File: config.mk
export PLATFORM = sky130hd
export DESIGN_NAME = kwi_keypad_wake
export DESIGN_NICKNAME = d
export VERILOG_FILES = /design/src/rtl/kwi_pkg.sv /design/src/rtl/kwi_pin_sync.sv /design/src/rtl/kwi_keypad_wake.sv
export SDC_FILE = /design/constraint.sdc
export NUM_CORES = 1
export LEC_CHECK = 0
export BUFFER_PORTS_ARGS = -buffer_cell sky130_fd_sc_hd__buf_2
export CORE_MARGIN = 2
export CORE_UTILIZATION = 35
export CTS_CLUSTER_SIZE = 30
export DETAILED_ROUTE_END_ITERATION = 7
export GPL_ROUTABILITY_DRIVEN = 0
export GPL_TIMING_DRIVEN = 0
export PLACE_DENSITY = 0.67
export SLEW_MARGIN = 20
export SYNTH_ARGS = -nofsm -noshare
export SYNTH_HDL_FRONTEND = slang
export SYNTH_SLANG_ARGS = --single-unit
export TNS_END_PERCENT = 100
File: constraint.sdc
create_clock -name clock -period 1.75 [get_ports clock]
set_input_delay 0.2625 -clock clock [delete_from_list [all_inputs] [get_ports clock]]
set_output_delay 0.2625 -clock clock [all_outputs]
set_load 0.01 [all_outputs]
File: src/rtl/kwi_pkg.sv
package kwi_pkg;

  // -------------------------------------------------------------------------
  // Register map (byte addresses, one 32-bit word each)
  // -------------------------------------------------------------------------
  localparam logic [7:0] KEYPAD_STATUS_CONTROL_ADDR = 8'h00;
  localparam logic [7:0] KEYPAD_PIN_ENABLE_ADDR     = 8'h04;
  localparam logic [7:0] KEY_SYSTEM_CONTROL_ADDR    = 8'h08;

  // -------------------------------------------------------------------------
  // Field positions
  // -------------------------------------------------------------------------
  localparam int KEY_PENDING_FLAG_POS = 3;
  localparam int KEY_ACKNOWLEDGE_POS  = 2;
  localparam int KEY_IRQ_MASK_POS     = 1;
  localparam int KEY_LEVEL_SENSE_POS  = 0;
  localparam int BREAK_STATE_POS      = 1;
  localparam int BREAK_CLEAR_POS      = 0;

  // -------------------------------------------------------------------------
  // Sizes and reset values
  // -------------------------------------------------------------------------
  localparam int         KEY_PINS          = 5;
  localparam int         ADDR_W            = 8;
  localparam logic [4:0] PIN_ENABLE_RESET  = 5'h00;
  localparam int         SYNC_STAGES       = 2;

  typedef enum logic [1:0] {
    KWI_IDLE,
    KWI_PENDING,
    KWI_HELD
  } kwi_req_state_t;

endpackage : kwi_pkg

File: src/rtl/kwi_pin_sync.sv
module kwi_pin_sync (
  input  wire logic       clock,
  input  wire logic       reset,
  input  wire logic [4:0] pinIn,
  output logic      [4:0] pinSync
);

  logic [4:0] stage1_r;

  // --------------------------------------------------------------------------
  // Two-stage synchroniser per pin
  // --------------------------------------------------------------------------
  // Reset to high so a key held low at reset shows as a fresh falling edge once reset ends
  genvar g;
  generate
    for (g = 0; g < kwi_pkg::KEY_PINS; g++) begin : gSync
      always_ff @(posedge clock or posedge reset) begin
        if (reset) begin
          stage1_r[g] <= 1'b1;
          pinSync[g]  <= 1'b1;
        end else begin
          stage1_r[g] <= pinIn[g];
          pinSync[g]  <= stage1_r[g];
        end
      end
    end
  endgenerate

endmodule : kwi_pin_sync

File: src/rtl/kwi_keypad_wake.sv
// Notes on behaviour
// - Each pin enable bit alone decides if its pin joins detection.
// - An enabled pin also has its internal pullup switched on.
// - Latch a request when an enabled pin falls after all were high.
// - Edge-only: no request while another enabled pin is already low.
// - Edge-and-level: request stays while any enabled pin is low.
// - Edge-and-level: clears only after acknowledge and all pins high, any order.
// - A vector fetch acknowledges exactly like a software acknowledge; here a fetch still acknowledges in break with clear-enable zero.
// - Writing one to acknowledge bit acknowledges; it reads as zero.
// - Acknowledge never blocks later edges; a later fall latches anew.
// - Edge-only: any acknowledge clears the request at once.
// - Reset clears the request and the sense mode, even with pins low.
// - Pending flag shows the request regardless of mask; reset clears it.
// - Mask bit set keeps the request from the CPU; reset clears mask.
// - Sense bit one: edges plus low levels; zero: edges only.
// - An enabled pin is forced to input over its direction bit.
// - Upper four status bits read as zero.
// - Detection runs in wait and stop; unmasked request wakes the CPU.
// - In break with clear-enable zero, acknowledge writes do nothing.
// - Reset clears all pin enable bits.
//
// Local design decisions: the APB register port and the register offsets.
module kwi_keypad_wake (
  input  wire logic        clock,
  input  wire logic        reset,
  input  wire logic [7:0]  paddr,
  input  wire logic        psel,
  input  wire logic        penable,
  input  wire logic        pwrite,
  input  wire logic [31:0] pwdata,
  input  wire logic [3:0]  pstrb,
  output logic      [31:0] prdata,
  output logic             pready,
  output logic             pslverr,
  input  wire logic [4:0]  keyPin,
  input  wire logic [4:0]  pinDirection,
  input  wire logic        vectorFetch,
  input  wire logic        breakState,
  output logic             keyIrq,
  output logic             keyWake,
  output logic      [4:0]  pullupEnable,
  output logic      [4:0]  pinOutputAllow
);

  // --------------------------------------------------------------------------
  // Registers
  // --------------------------------------------------------------------------
  logic [4:0]     keyPinEnable_r;
  logic           keyIrqMask_r;
  logic           keyLevelSense_r;
  logic           breakClearFlagEnable_r;
  logic           request_r;
  logic           ackSeen_r;
  logic           anyLowPrev_r;
  logic           breakSync1_r;
  logic           breakSync_r;
  logic           fetchSync1_r;
  logic           fetchSync_r;
  logic           fetchPrev_r;
  logic [4:0]     pinSync;
  logic           anyLow;
  logic           fallEvent;
  logic           apbAccess;
  logic           apbWrite;
  logic           addrHit;
  logic           swAck;
  logic           fetchAck;
  logic           ackAny;
  logic [4:0]     enabledLow;
  logic           readStart;
  logic           selStatus;
  logic           selEnable;
  logic           selSystem;
  logic           wrStatus;
  logic           wrEnable;
  logic           wrSystem;
  logic [31:0]    prdata_nxt;
  kwi_pkg::kwi_req_state_t reqState;

  // --------------------------------------------------------------------------
  // Pin synchronisation
  // --------------------------------------------------------------------------
  kwi_pin_sync uSync (
    .clock   (clock),
    .reset   (reset),
    .pinIn   (keyPin),
    .pinSync (pinSync)
  );

  // --------------------------------------------------------------------------
  // CPU-side strobes
  // --------------------------------------------------------------------------
  // Break state and vector fetch come from the CPU side; treated as async
  always_ff @(posedge clock or posedge reset) begin
    if (reset) begin
      breakSync1_r <= 1'b0;
      breakSync_r  <= 1'b0;
    end else begin
      breakSync1_r <= breakState;
      breakSync_r  <= breakSync1_r;
    end
  end

  // A long fetch strobe gives one acknowledge: only its rising edge counts
  always_ff @(posedge clock or posedge reset) begin
    if (reset) begin
      fetchSync1_r <= 1'b0;
      fetchSync_r  <= 1'b0;
      fetchPrev_r  <= 1'b0;
    end else begin
      fetchSync1_r <= vectorFetch;
      fetchSync_r  <= fetchSync1_r;
      fetchPrev_r  <= fetchSync_r;
    end
  end

  // --------------------------------------------------------------------------
  // Detection
  // --------------------------------------------------------------------------
  // Disabled pins count as high so they neither trigger nor block
  // Per-pin term: a pin counts only while it is both low and enabled
  genvar p;
  generate
    for (p = 0; p < kwi_pkg::KEY_PINS; p++) begin : gDetect
      assign enabledLow[p] = ~pinSync[p] & keyPinEnable_r[p];
    end
  endgenerate

  assign anyLow    = |enabledLow;
  // Only the first pin to fall out of all-high fires
  assign fallEvent = anyLow & ~anyLowPrev_r;

  always_ff @(posedge clock or posedge reset) begin
    if (reset) begin
      anyLowPrev_r <= 1'b0;
    end else begin
      anyLowPrev_r <= anyLow;
    end
  end

  // --------------------------------------------------------------------------
  // APB slave
  // --------------------------------------------------------------------------
  assign apbAccess = psel & penable;
  // Writes land only at the edge that completes the transfer, so a write-one
  // acknowledge acts exactly once per transfer
  assign apbWrite  = apbAccess & pready & pwrite & pstrb[0];
  // Read data is looked up in the first access cycle and held by the answer flops
  assign readStart = apbAccess & ~pready & ~pwrite;

  // --------------------------------------------------------------------------
  // Address decode
  // --------------------------------------------------------------------------
  assign selStatus = (paddr == kwi_pkg::KEYPAD_STATUS_CONTROL_ADDR);
  assign selEnable = (paddr == kwi_pkg::KEYPAD_PIN_ENABLE_ADDR);
  assign selSystem = (paddr == kwi_pkg::KEY_SYSTEM_CONTROL_ADDR);
  assign addrHit   = selStatus | selEnable | selSystem;
  assign wrStatus  = apbWrite & selStatus;
  assign wrEnable  = apbWrite & selEnable;
  assign wrSystem  = apbWrite & selSystem;

  // --------------------------------------------------------------------------
  // Acknowledge sources
  // --------------------------------------------------------------------------
  // Software acknowledge blocked in break unless clearing is allowed; a fetch acknowledge is not
  assign swAck    = wrStatus & pwdata[kwi_pkg::KEY_ACKNOWLEDGE_POS] &
                    (~breakSync_r | breakClearFlagEnable_r);
  assign fetchAck = fetchSync_r & ~fetchPrev_r;
  assign ackAny   = swAck | fetchAck;

  // --------------------------------------------------------------------------
  // Control registers
  // --------------------------------------------------------------------------
  always_ff @(posedge clock or posedge reset) begin
    if (reset) begin
      keyIrqMask_r <= 1'b0;
    end else if (wrStatus) begin
      keyIrqMask_r <= pwdata[kwi_pkg::KEY_IRQ_MASK_POS];
    end
  end

  // A sense change takes effect the cycle after the write that carries it
  always_ff @(posedge clock or posedge reset) begin
    if (reset) begin
      keyLevelSense_r <= 1'b0;
    end else if (wrStatus) begin
      keyLevelSense_r <= pwdata[kwi_pkg::KEY_LEVEL_SENSE_POS];
    end
  end

  always_ff @(posedge clock or posedge reset) begin
    if (reset) begin
      keyPinEnable_r <= kwi_pkg::PIN_ENABLE_RESET;
    end else if (wrEnable) begin
      keyPinEnable_r <= pwdata[4:0];
    end
  end

  always_ff @(posedge clock or posedge reset) begin
    if (reset) begin
      breakClearFlagEnable_r <= 1'b0;
    end else if (wrSystem) begin
      breakClearFlagEnable_r <= pwdata[kwi_pkg::BREAK_CLEAR_POS];
    end
  end

  // --------------------------------------------------------------------------
  // Read mux
  // --------------------------------------------------------------------------
  always_comb begin
    prdata_nxt = 32'h0000_0000;
    case (paddr)
      kwi_pkg::KEYPAD_STATUS_CONTROL_ADDR: begin
        // Upper nibble and acknowledge bit read as zero
        prdata_nxt[kwi_pkg::KEY_PENDING_FLAG_POS] = request_r;
        prdata_nxt[kwi_pkg::KEY_IRQ_MASK_POS]     = keyIrqMask_r;
        prdata_nxt[kwi_pkg::KEY_LEVEL_SENSE_POS]  = keyLevelSense_r;
      end
      kwi_pkg::KEYPAD_PIN_ENABLE_ADDR: begin
        prdata_nxt[4:0] = keyPinEnable_r;
      end
      kwi_pkg::KEY_SYSTEM_CONTROL_ADDR: begin
        prdata_nxt[kwi_pkg::BREAK_STATE_POS] = breakSync_r;
        prdata_nxt[kwi_pkg::BREAK_CLEAR_POS] = breakClearFlagEnable_r;
      end
      default: begin
        prdata_nxt = 32'h0000_0000;
      end
    endcase
  end

  // --------------------------------------------------------------------------
  // Bus answer
  // --------------------------------------------------------------------------
  // Registered answer: one wait state, ready in the second access cycle
  always_ff @(posedge clock or posedge reset) begin
    if (reset) begin
      pready <= 1'b0;
    end else begin
      pready <= apbAccess & ~pready;
    end
  end

  // Unmapped addresses answer with an error and change nothing
  always_ff @(posedge clock or posedge reset) begin
    if (reset) begin
      pslverr <= 1'b0;
    end else begin
      pslverr <= apbAccess & ~pready & ~addrHit;
    end
  end

  // Read data stands with ready only; an idle bus shows zero
  always_ff @(posedge clock or posedge reset) begin
    if (reset) begin
      prdata <= 32'h0000_0000;
    end else begin
      prdata <= readStart ? prdata_nxt : 32'h0000_0000;
    end
  end

  // --------------------------------------------------------------------------
  // Request latch
  // --------------------------------------------------------------------------
  // ackSeen remembers an acknowledge that arrived while pins were still low
  always_ff @(posedge clock or posedge reset) begin
    if (reset) begin
      request_r <= 1'b0;
      ackSeen_r <= 1'b0;
    end else begin
      if (fallEvent) begin
        // A fresh edge wins over a same-cycle acknowledge
        request_r <= 1'b1;
        ackSeen_r <= 1'b0;
      end else if (!keyLevelSense_r) begin
        if (ackAny) begin
          request_r <= 1'b0;
        end
        ackSeen_r <= 1'b0;
      end else if (request_r) begin
        // Both acknowledge and all-high needed, in either order
        if ((ackAny || ackSeen_r) && !anyLow) begin
          request_r <= 1'b0;
          ackSeen_r <= 1'b0;
        end else if (ackAny) begin
          ackSeen_r <= 1'b1;
        end
      end else if (anyLow) begin
        // Level mode keeps a request present while any pin is low
        request_r <= ~ackSeen_r;
      end else begin
        ackSeen_r <= 1'b0;
      end
    end
  end

  always_comb begin
    if (!request_r) begin
      reqState = kwi_pkg::KWI_IDLE;
    end else if (ackSeen_r) begin
      reqState = kwi_pkg::KWI_HELD;
    end else begin
      reqState = kwi_pkg::KWI_PENDING;
    end
  end

  // --------------------------------------------------------------------------
  // Outputs
  // --------------------------------------------------------------------------
  // No clock gating here, so detection keeps running in wait and stop
  always_ff @(posedge clock or posedge reset) begin
    if (reset) begin
      keyIrq  <= 1'b0;
      keyWake <= 1'b0;
    end else begin
      keyIrq  <= request_r & ~keyIrqMask_r;
      keyWake <= (reqState != kwi_pkg::KWI_IDLE) & ~keyIrqMask_r;
    end
  end

  // --------------------------------------------------------------------------
  // Pad control
  // --------------------------------------------------------------------------
  // Pullups follow the enables a cycle late; a pin is not settled high at once,
  // so software masks and acknowledges after enabling
  always_ff @(posedge clock or posedge reset) begin
    if (reset) begin
      pullupEnable <= 5'h00;
    end else begin
      pullupEnable <= keyPinEnable_r;
    end
  end

  always_ff @(posedge clock or posedge reset) begin
    if (reset) begin
      pinOutputAllow <= 5'h00;
    end else begin
      pinOutputAllow <= pinDirection & ~keyPinEnable_r;
    end
  end

endmodule : kwi_keypad_wake

# == Yosys cells after proc, flatten, opt, wreduce, memory -nomap -nowiden ==
# Index checks and enable logic that the tools add are counted.
# word_totals
regBits,45
word_cells,100
# op_classes
n_eq_ne,4
muxes,19
bitwise_logic,40
reduce_logical,8
# ops
op,n
$and A1 B1 Y1,21
$mux W1,14
$not A1 Y1,13
$eq A8 B3 Y1 const B,1
$eq A8 B4 Y1 const B,1
$logic_not A8 Y1,1
$pmux W2 S3,1
$and A5 B5 Y5,1
$mux W5,1
$ne A5 B2 Y1 const B,1
$not A5 Y5,1
$reduce_or A5 Y1,1
$mux W2,2
$ne A4 B3 Y1 const B,1
$or A1 B1 Y1,4
$reduce_bool A3 Y1,1
$pmux W1 S2,1
$reduce_and A2 Y1,1
$reduce_bool A2 Y1,1
$logic_and A1 B1 Y1,1
$logic_not A1 Y1,1
$logic_or A1 B1 Y1,1

# == Longest topological paths before layout ==
# Gate-level depths: netlist of run 1.
# logic_depth
word_depth,14
depth_mapped,5
mapped_depth_nobuf,4

# == By module ==
# A second synthesis of run 1 with hierarchy kept.
# hier_totals
cells_unflattened,145
hier_area_um2,1806.7
# modules_own_cells
mod,instances,cells_each,area_each_um2,seq_area_each_um2
kwi_keypad_wake,1,134,1540.2,875.8
kwi_pin_sync,1,11,266.5,262.8

# == Least setup slack after synthesis of run 1 ==
# No wires, ideal clock.
# synth_path
path_type,input to register
from,in paddr[5]
to,reg keyIrqMask_r
t_arrival_ps,1700
t_required_ps,1625
slack_ps,-75
path_stages,3
n_path_buf,0
path_cell_list,or4_4 > or4_4 > mux2_4
# synth_between
elab_chain_len,2
# synth_lines
element,line_no,text
from (decl),kwi_keypad_wake.sv:26,"input wire logic [7:0] paddr,"
$logic_not A8 Y1,kwi_keypad_wake.sv:154,assign selStatus = (paddr == kwi_pkg::KEYPAD_STATUS_CONTROL_ADDR);
$and A1 B1 Y1,kwi_keypad_wake.sv:158,assign wrStatus = apbWrite & selStatus;
to (signal assigned),kwi_keypad_wake.sv:178,keyIrqMask_r <= pwdata[kwi_pkg::KEY_IRQ_MASK_POS];
to (decl),kwi_keypad_wake.sv:49,logic keyIrqMask_r;
# Every way passes these cells.
# A chain may end at the register's enable or synchronous reset.

# == Final worst setup path of run 1 ==
# layout_path
from,in paddr[5]
to,reg keyPinEnable_r[0]
# layout_between
elab_chain_len,2
# layout_lines
element,line_no,text
$eq A8 B3 Y1,kwi_keypad_wake.sv:155,assign selEnable = (paddr == kwi_pkg::KEYPAD_PIN_ENABLE_ADDR);
$and A1 B1 Y1,kwi_keypad_wake.sv:159,assign wrEnable = apbWrite & selEnable;
to (signal assigned),kwi_keypad_wake.sv:193,keyPinEnable_r <= kwi_pkg::PIN_ENABLE_RESET;
to (signal assigned),kwi_keypad_wake.sv:195,keyPinEnable_r <= pwdata[4:0];
to (decl),kwi_keypad_wake.sv:48,logic [4:0] keyPinEnable_r;
# Every way passes these cells.

==> results.yml, run 1 <==
pwr:
  share_seq_of_total_power_pct: 57.2
  combinationalPowerShare_pct: 10.2
  total_leakage_power_nw: 1.244
  power_switching_w: 0.0004258
  power-per-cell-area_mw_per_mm2: 818.2
  pwr-share-clk_pct: 32.6
  worst_voltage_drop_across_the_vdd_grid_v: 0.0003767
  power.share.switching_pct: 22.20
  p_int_w: 0.001493
synthesis:
  post_synth.cell_area_avg_um2: 12.52
  post_synth_num_cell_types: 29
  synth_sequential_area_ratio_pct: 63.15
  ys.warnings.count: 0
  yosysTopAreaCellShare_pct: 48.58
  postSynthCellCount: 144
  synth-main-ff-cell: "sky130_fd_sc_hd__dfrtp_1"
  top_count_cell_post_synth: "sky130_fd_sc_hd__dfrtp_1"
  synth.cell_area_mm2: 0.001803
  postSynth.asyncResetShare_pct: 100.0
  postSynthRegisterBits: 45
  synth_edf_count: 0
  synth_largest_area_cell: "sky130_fd_sc_hd__dfrtp_1"
  synthTopCellsByArea: "sky130_fd_sc_hd__dfrtp_1, sky130_fd_sc_hd__dfstp_2, sky130_fd_sc_hd__buf_4"
  yosys-top-cells-count: "sky130_fd_sc_hd__dfrtp_1, sky130_fd_sc_hd__buf_4, sky130_fd_sc_hd__dfstp_2, sky130_fd_sc_hd__nor2b_1, sky130_fd_sc_hd__inv_1"
setup_path:
  cp-end-kind: "flop"
  worst_ep_arrival_time_ps: 1820
  path_cells: "buf_2, or4_4, nor4_4, mux2_2"
  slowest_stage: "sky130_fd_sc_hd__or4_4"
  critical_path_required_ps: 1920
  cp-start-kind: "primary input"
  worst_path_largest_cell_delay_ps: 570
  crit_type: "primary input to flop"
  cp_max_fo: 7
route:
  drt_pass1_iterations: 5
  vias_per_cell: 3.949
  routed_wl_mm: 2.930
  num_vias: 1173
  ant_nets: 0
  wl_per_cell_um: 9.865
  drc: 0
  drt_iter0_markers: 58
worst_hold_path:
  min-delay-path-class: "primary input to flop"
layout:
  final_layout_size_suffix_gt1_share_pct: 44.93
  areaGrowthSynthToFinish_pct: 30.05
  final_core_util_pct: 46.50
  layout.cells.non_filler: 297
  nNetsFinal: 288
  ant_cells: 0
grt:
  grt_pass1_wl_mm: 4.540
  grt_overflow: 0
  grt_max_degree: 36
  global_route.usage.total_pct: 10.86
  grt_antenna_before_repair: 0
  first_global_vias: 1052
status:
  outcome: "finished clean"
placed_design:
  placed_cells_incl_taps: 289
  port_buffers: 48
  post-dp-hpwl_mm: 2.241
  dpl_worst_slack_ps: -205.1
cts:
  max-clock-path-buffers: 2
  cts.sinks: 45
  cts_made_buffers: 5
  cts.htree.levels: 2
  cts_root_buffer: "sky130_fd_sc_hd__clkbuf_8"
  insertion_delay_ps: 290
  clkTransAtPathRegs_ps: 70
  cts_tree: "done"
sta:
  slew-limit-headroom_pct: 59.22
  setup_ws_post_layout_ps: 109.5
  tightest_slew_ps: 606.0
  final_min_period_over_clock_period_pct: 93.74
  setup_viol: 0
  fmax_mhz: 609.6
  rsz0062_at_grt: "no"
  hold-worst-slack_ps: 66.02
  final-hold-violation-count: 0
  final_max_slew_viol_count: 0
  worst_clock_skew_ps: 6.175
  layout_min_cycle_time_ps: 1640
floorplan:
  chipWidth_um: 75.78
  dieArea_mm2: 0.005742
  rows: 26
  die_h_um: 75.78
  floorplan.initialDensity_pct: 35.76
  design.core.area_mm2: 0.005042
  top_level_ports: 107
flow_run:
  max_cap_violations: 0
-- logic make-up (layout without fill, tap and decap cells) --
logic type	after synthesis	in the layout	synth area share [%]
AO/OA/AOI/OAI	12	12	3.886
buffers and inverters	36	93	13.12
flip-flops	45	45	63.15
multiplexers	9	9	5.829
other	1	27	0.2080
AND/OR/NAND/NOR	41	41	13.81
-- worst max-delay path, delay by kind of cell --
family,cells,cell delay (ps)
simple gates,2,1070
buf+inv,1,90
mux,1,390
-- layout by cell type, fill, tap and decap left out, types with 2 or more instances in the layout --
cell type,n
sky130_fd_sc_hd__buf_2,48
sky130_fd_sc_hd__dfrtp_1,35
sky130_fd_sc_hd__buf_4,27
sky130_fd_sc_hd__conb_1,27
sky130_fd_sc_hd__nor2b_1,10
sky130_fd_sc_hd__dfstp_2,10
sky130_fd_sc_hd__inv_1,7
sky130_fd_sc_hd__nand2_1,6
sky130_fd_sc_hd__nor2_1,6
sky130_fd_sc_hd__clkbuf_8,6
sky130_fd_sc_hd__nand3_1,5
sky130_fd_sc_hd__mux2_2,4
sky130_fd_sc_hd__o21ai_0,3
sky130_fd_sc_hd__mux2i_1,3
sky130_fd_sc_hd__a21oi_1,3
sky130_fd_sc_hd__or4_4,2
sky130_fd_sc_hd__clkbuf_1,2
sky130_fd_sc_hd__nand3b_1,2
sky130_fd_sc_hd__and3_1,2
sky130_fd_sc_hd__nor3_1,2
sky130_fd_sc_hd__o22ai_1,2
sky130_fd_sc_hd__nand2b_1,2
sky130_fd_sc_hd__mux2_4,2
-- flip-flops by register name (all words and copies together), names as in the netlist --
| name | cells |
|---|---|
| breakClearFlagEnable_r | 1 |
| anyLowPrev_r | 1 |
| keyIrq | 1 |
| ackSeen_r | 1 |
| pslverr | 1 |
| fetchSync_r | 1 |
| uSync.pinSync | 5 |
| request_r | 1 |
| pready | 1 |
| pinOutputAllow | 5 |
| uSync.stage1_r | 5 |
| breakSync_r | 1 |
| pullupEnable | 5 |
| keyLevelSense_r | 1 |
| fetchPrev_r | 1 |
| breakSync1_r | 1 |
| prdata | 5 |
| fetchSync1_r | 1 |
| keyWake | 1 |
| keyPinEnable_r | 5 |
| keyIrqMask_r | 1 |
-- per-stage QoR --
step           power, W  cell area [um^2]  TNS, ps
2_1_floorplan  0.001242              1901        0
3_3_place_gp   0.001301              2228    -4316
3_5_place_dp   0.001311              2248    -1178
4_1_cts        0.001944              2345        0
5_1_grt        0.002009              2345        0
6_report       0.001918              2345        0
-- path summary, 6_finish.rpt --
path                       cells after the start  slack, ps    startpoint           endpoint
hold reg to reg                                0        350  breakSync1_r        breakSync_r
max in group asynchronous                      4        790         reset  uSync.stage1_r[1]
min in group asynchronous                      3        440         reset    pullupEnable[2]
hold / removal                                 1         70     keyPin[0]  uSync.stage1_r[0]
setup / recovery                               4        110      paddr[5]  keyPinEnable_r[0]
setup reg to reg                               4        220        pready          request_r
-- layer usage --
layer	vias to the layer above	track usage (%)	part of all wire [%]	wire length, um
li1	587	-	-	-
met1	528	12.05	41	1197
met2	48	18.10	49	1435
met3	10	4.101	7.4	218
met4	0	5.653	2.7	78
met5	-	0	0	0
-- power by group through the flow --
stage | registers, W | logic [W] | clock network [W]
6_report | 0.00110 | 0.000195 | 0.000626
5_1_grt | 0.00110 | 0.000220 | 0.000686
4_1_cts | 0.00110 | 0.000196 | 0.000651
3_5_place_dp | 0.00112 | 0.000194 | 0
3_3_place_gp | 0.00112 | 0.000185 | 0
2_1_floorplan | 0.00112 | 0.000121 | 0
-- layout make-up --
| class | instances | area [um^2] |
|---|---|---|
| Fill cell | 479 | 2698 |
| Sequential cell | 45 | 1139 |
| Tap cell | 70 | 87.58 |
| Clock buffer | 7 | 86.33 |
| Buffer | 28 | 206.4 |
| Multi-Input combinational cell | 89 | 525.5 |
| Timing Repair Buffer | 50 | 270.3 |
| Inverter | 8 | 30.03 |
-- timing repair --
item	4_1_cts	5_1_grt
hold endpoints to repair	10	0
resized for setup	0	0
buffers inserted	0	0
hold buffers	1	0
Note: power is estimated with default switching activity, not from simulation.
==> run 2: changes to the inputs <==
Settings changed: CTS_BUF_LIST set to sky130_fd_sc_hd__clkbuf_2 sky130_fd_sc_hd__clkbuf_4 sky130_fd_sc_hd__clkbuf_8.
==> run 2 against run 1 <==
Routed wire length unchanged. Critical path depth stayed put. First-iteration DRC count is the same. Sequential share of layout area fell by 0.078 points. Register-to-register slack about the same. Sequential cell count stayed put. Core utilization grew 0.074 points. Non-clock buffer count unchanged. Largest cell class unchanged.
==> results.yml, run 2 (synthesis gave the netlist of run 1 again) <==
route:
  vias_per_cell: 3.949
  wl_per_cell_um: 9.865
  routed_wl_mm: 2.930
  drt_iter0_markers: 58
  drc: 0
  ant_nets: 0
  num_vias: 1173
  drt_pass1_iterations: 5
layout:
  final_core_util_pct: 46.58
  fillerInstances: 477
  nNetsFinal: 288
  ant_cells: 0
  layout_commonest_cell: "sky130_fd_sc_hd__buf_2"
  final_layout_size_suffix_gt1_share_pct: 45.37
  layout_common_cells: "sky130_fd_sc_hd__buf_2, sky130_fd_sc_hd__dfrtp_1, sky130_fd_sc_hd__buf_4, sky130_fd_sc_hd__conb_1"
  areaGrowthSynthToFinish_pct: 30.26
floorplan:
  chipWidth_um: 75.78
  die_h_um: 75.78
  rows: 26
  dieArea_mm2: 0.005742
  design.core.area_mm2: 0.005042
  floorplan.initialDensity_pct: 35.76
  top_level_ports: 107
placed_design:
  port_buffers: 48
  post-dp-hpwl_mm: 2.241
grt:
  global_route.usage.total_pct: 10.86
  grt_max_degree: 36
  grt_antenna_before_repair: 0
  grt_overflow: 0
  first_global_vias: 1052
  grt_pass1_wl_mm: 4.540
cts:
  cts_hold_buffers: 1
  insertion_delay_ps: 290
  cts_root_buffer: "sky130_fd_sc_hd__clkbuf_8"
  cts.htree.levels: 2
  cts_made_buffers: 5
  cts_tree: "done"
  max-clock-path-buffers: 2
  cts.repair.resized: 0
  clkTransAtPathRegs_ps: 70
  post-cts-setup-buffer-count: 0
  cts.sinks: 45
setup_path:
  cp-end-kind: "flop"
  r2r.worst_path.cells: 4
  cp-start-kind: "primary input"
  critical_path_required_ps: 1920
  cp_max_fo: 7
  crit_type: "primary input to flop"
  worst_ep_arrival_time_ps: 1820
pwr:
  total_leakage_power_nw: 1.247
  power-per-cell-area_mw_per_mm2: 823.6
  worst_voltage_drop_across_the_vdd_grid_v: 0.0003771
sta:
  rsz0062_at_grt: "no"
  layout_min_cycle_time_ps: 1640
  final-hold-violation-count: 0
  tightest_slew_ps: 606.0
  fmax_mhz: 609.6
  final_min_period_over_clock_period_pct: 93.74
  slew-limit-headroom_pct: 59.22
  setup_viol: 0
  hold-worst-slack_ps: 65.88
  final_max_slew_viol_count: 0
  worst_clock_skew_ps: 6.175
worst_hold_path:
  min-delay-path-class: "primary input to flop"
  min_delay_path_depth: 1
flow_run:
  max_cap_violations: 0
status:
  outcome: "finished clean"
-- run 2: cell type report --
type                       instances  area [um^2]  area share (%)
buffer                            28        206.4           8.791
clock buffer                       7        90.09           3.836
inverter                           8        30.03           1.279
multi-input combinational         89        525.5           22.38
sequential                        45         1139           48.48
tap                               70        87.58           3.729
timing repair buffer              50        270.3           11.51
-- run 2: through the flow --
step / setup WS (ps) / cells / setup TNS, ps / power [W] / area [um^2]
floorplan: 31.81 / 170 / 0 / 0.001242 / 1901
global placement: -211.3 / 288 / -4316 / 0.001301 / 2228
detailed placement: -205.1 / 289 / -1178 / 0.001311 / 2248
CTS: 108.8 / 297 / 0 / 0.001960 / 2349
global route: 60.04 / 297 / 0 / 0.002025 / 2349
finish: 109.5 / 297 / 0 / 0.001934 / 2349
-- run 2: metal layers --
metal / up-vias / share of wire, % / track usage (%)
li1: 587 / - / -
met1: 528 / 41 / 12.05
met2: 48 / 49 / 18.10
met3: 10 / 7.4 / 4.101
met4: 0 / 2.7 / 5.653
met5: - / 0 / 0
-- run 2: final timing paths --
| check | startpoint | to | slack (ps) |
|---|---|---|---|
| worst min register to register | breakSync1_r | breakSync_r | 350 |
| worst max-delay path | paddr[5] | keyPinEnable_r[0] | 110 |
| min in group asynchronous | reset | pullupEnable[2] | 440 |
| worst min-delay path | keyPin[0] | uSync.stage1_r[0] | 70 |
| max in group asynchronous | reset | uSync.stage1_r[1] | 790 |
| worst max register to register | pready | request_r | 220 |
-- run 2: report_power, final --
group          total (W)  switching, W  internal [W]
Sequential       0.00110     0.0000147       0.00108
Clock           0.000642      0.000313      0.000329
Combinational   0.000195     0.0000981     0.0000967
Total            0.00193      0.000426       0.00151
-- run 2: worst max-delay path, stage by stage --
cell,delay [ps]
sky130_fd_sc_hd__buf_2,90
sky130_fd_sc_hd__or4_4,570
sky130_fd_sc_hd__nor4_4,500
sky130_fd_sc_hd__mux2_2,390
==> run 3: changes to the inputs <==
Settings changed: RECOVER_POWER set to 50.
==> run 3 against run 2 <==
Register-to-register slack is essentially flat. Final area shrank 0.53%. Sequential share of layout area grew 0.26 points. Global-route usage is the same. Sequential cell count is the same. Largest power group unchanged. Total power shrank 0.18%. Critical path depth is the same. Via count grew 0.60%.
==> results.yml, run 3 (synthesis gave the netlist of run 1 again) <==
floorplan:
  die_h_um: 75.78
  design.core.area_mm2: 0.005042
  top_level_ports: 107
  rows: 26
  chipWidth_um: 75.78
  dieArea_mm2: 0.005742
  floorplan.initialDensity_pct: 35.76
cts:
  cts_made_buffers: 5
  max-clock-path-buffers: 2
  post-cts-setup-buffer-count: 0
  cts_hold_buffers: 1
  clkTransAtPathRegs_ps: 70
  cts.htree.levels: 2
  cts.repair.resized: 0
  insertion_delay_ps: 290
  cts.sinks: 45
  cts_root_buffer: "sky130_fd_sc_hd__clkbuf_8"
  cts_tree: "done"
sta:
  final-hold-violation-count: 0
  final_min_period_over_clock_period_pct: 93.55
  fmax_mhz: 610.8
  setup_viol: 0
  final_max_slew_viol_count: 0
  slew-limit-headroom_pct: 58.56
  tightest_slew_ps: 615.9
  worst_clock_skew_ps: 5.810
  fin_tns_setup_ps: 0
  rsz0062_at_grt: "no"
  layout_min_cycle_time_ps: 1637
pwr:
  power-per-cell-area_mw_per_mm2: 826.5
  total_leakage_power_nw: 1.244
  worst_voltage_drop_across_the_vdd_grid_v: 0.0003770
layout:
  fillerInstances: 479
  layout_common_cells: "sky130_fd_sc_hd__buf_2, sky130_fd_sc_hd__dfrtp_1, sky130_fd_sc_hd__buf_4, sky130_fd_sc_hd__conb_1"
  register_area_mm2: 0.001139
  layout_commonest_cell: "sky130_fd_sc_hd__buf_2"
  multi_input_logic_area_um2: 525.5
  post-route-cell-area_mm2: 0.002336
  final_layout_size_suffix_gt1_share_pct: 44.93
  ant_cells: 0
  nNetsFinal: 288
  areaGrowthSynthToFinish_pct: 29.56
route:
  wl_per_cell_um: 9.939
  num_vias: 1180
  drc: 0
  drt_iter0_markers: 54
  ant_nets: 0
  drt_pass1_iterations: 4
  vias_per_cell: 3.973
  routed_wl_mm: 2.952
setup_path:
  critical_path_required_ps: 1920
  cp_max_fo: 7
  cp-end-kind: "flop"
  worst_ep_arrival_time_ps: 1810
  cp-start-kind: "primary input"
  crit_type: "primary input to flop"
  regToRegSetupSlack_ps: 220
grt:
  first_global_vias: 1052
  grt_max_degree: 36
  global_route.usage.total_pct: 10.86
  grt_antenna_before_repair: 0
  grt_pass1_wl_mm: 4.540
  grt_overflow: 0
status:
  outcome: "finished clean"
worst_hold_path:
  min-delay-path-class: "primary input to flop"
placed_design:
  post-dp-hpwl_mm: 2.241
  port_buffers: 48
  detailed_place.area_mm2: 0.002248
flow_run:
  max_cap_violations: 0
[run 3: cell type report]
| type | count | share of cell area [%] |
|---|---|---|
| Buffer | 28 | 8.838 |
| Clock buffer | 7 | 3.856 |
| Inverter | 8 | 1.285 |
| Multi-Input combinational cell | 89 | 22.50 |
| Sequential cell | 45 | 48.74 |
| Tap cell | 70 | 3.749 |
| Timing Repair Buffer | 50 | 11.03 |
[run 3: metrics by stage]
stage / hold slack, ps / util, % / instances / setup slack (ps) / power, W
after floorplan: 267.0 / - / 170 / 31.81 / 0.001242
after global placement: 336.2 / 44.19 / 288 / -211.3 / 0.001301
after detailed placement: 201.5 / 44.59 / 289 / -205.1 / 0.001311
after CTS: 56.78 / 46.58 / 297 / 108.8 / 0.001960
after global routing: 49.27 / 46.33 / 297 / 60.04 / 0.002020
final: 66.29 / 46.33 / 297 / 112.8 / 0.001931
[run 3: where the power goes]
group | leakage (nW) | internal, W | switching (W)
Sequential | 0.543 | 0.00108 | 0.0000147
Combinational | 0.653 | 0.0000933 | 0.0000975
Clock | 0.0477 | 0.000329 | 0.000314
Total | 1.24 | 0.00150 | 0.000426
[run 3: metal layers]
layer	part of all wire [%]	up-vias	global-route usage, %
met2	49	53	18.10
met4	2.5	0	5.653
li1	-	586	-
met5	0	-	0
met1	40	533	12.05
met3	7.6	8	4.101
[run 3: worst max-delay path, cell delays in order]
cell and delay, ps:
sky130_fd_sc_hd__buf_2 90, sky130_fd_sc_hd__or4_4 570, sky130_fd_sc_hd__nor4_4 500, sky130_fd_sc_hd__mux2_2 380
[run 3: worst paths after layout]
kind                                     end         start  cells past startpoint
min                        uSync.stage1_r[0]     keyPin[0]                      1
max reg2reg                        request_r        pready                      4
min reg2reg                      breakSync_r  breakSync1_r                      0
min in group asynchronous    pullupEnable[2]         reset                      3
max in group asynchronous  uSync.stage1_r[1]         reset                      4
max                        keyPinEnable_r[0]      paddr[5]                      4
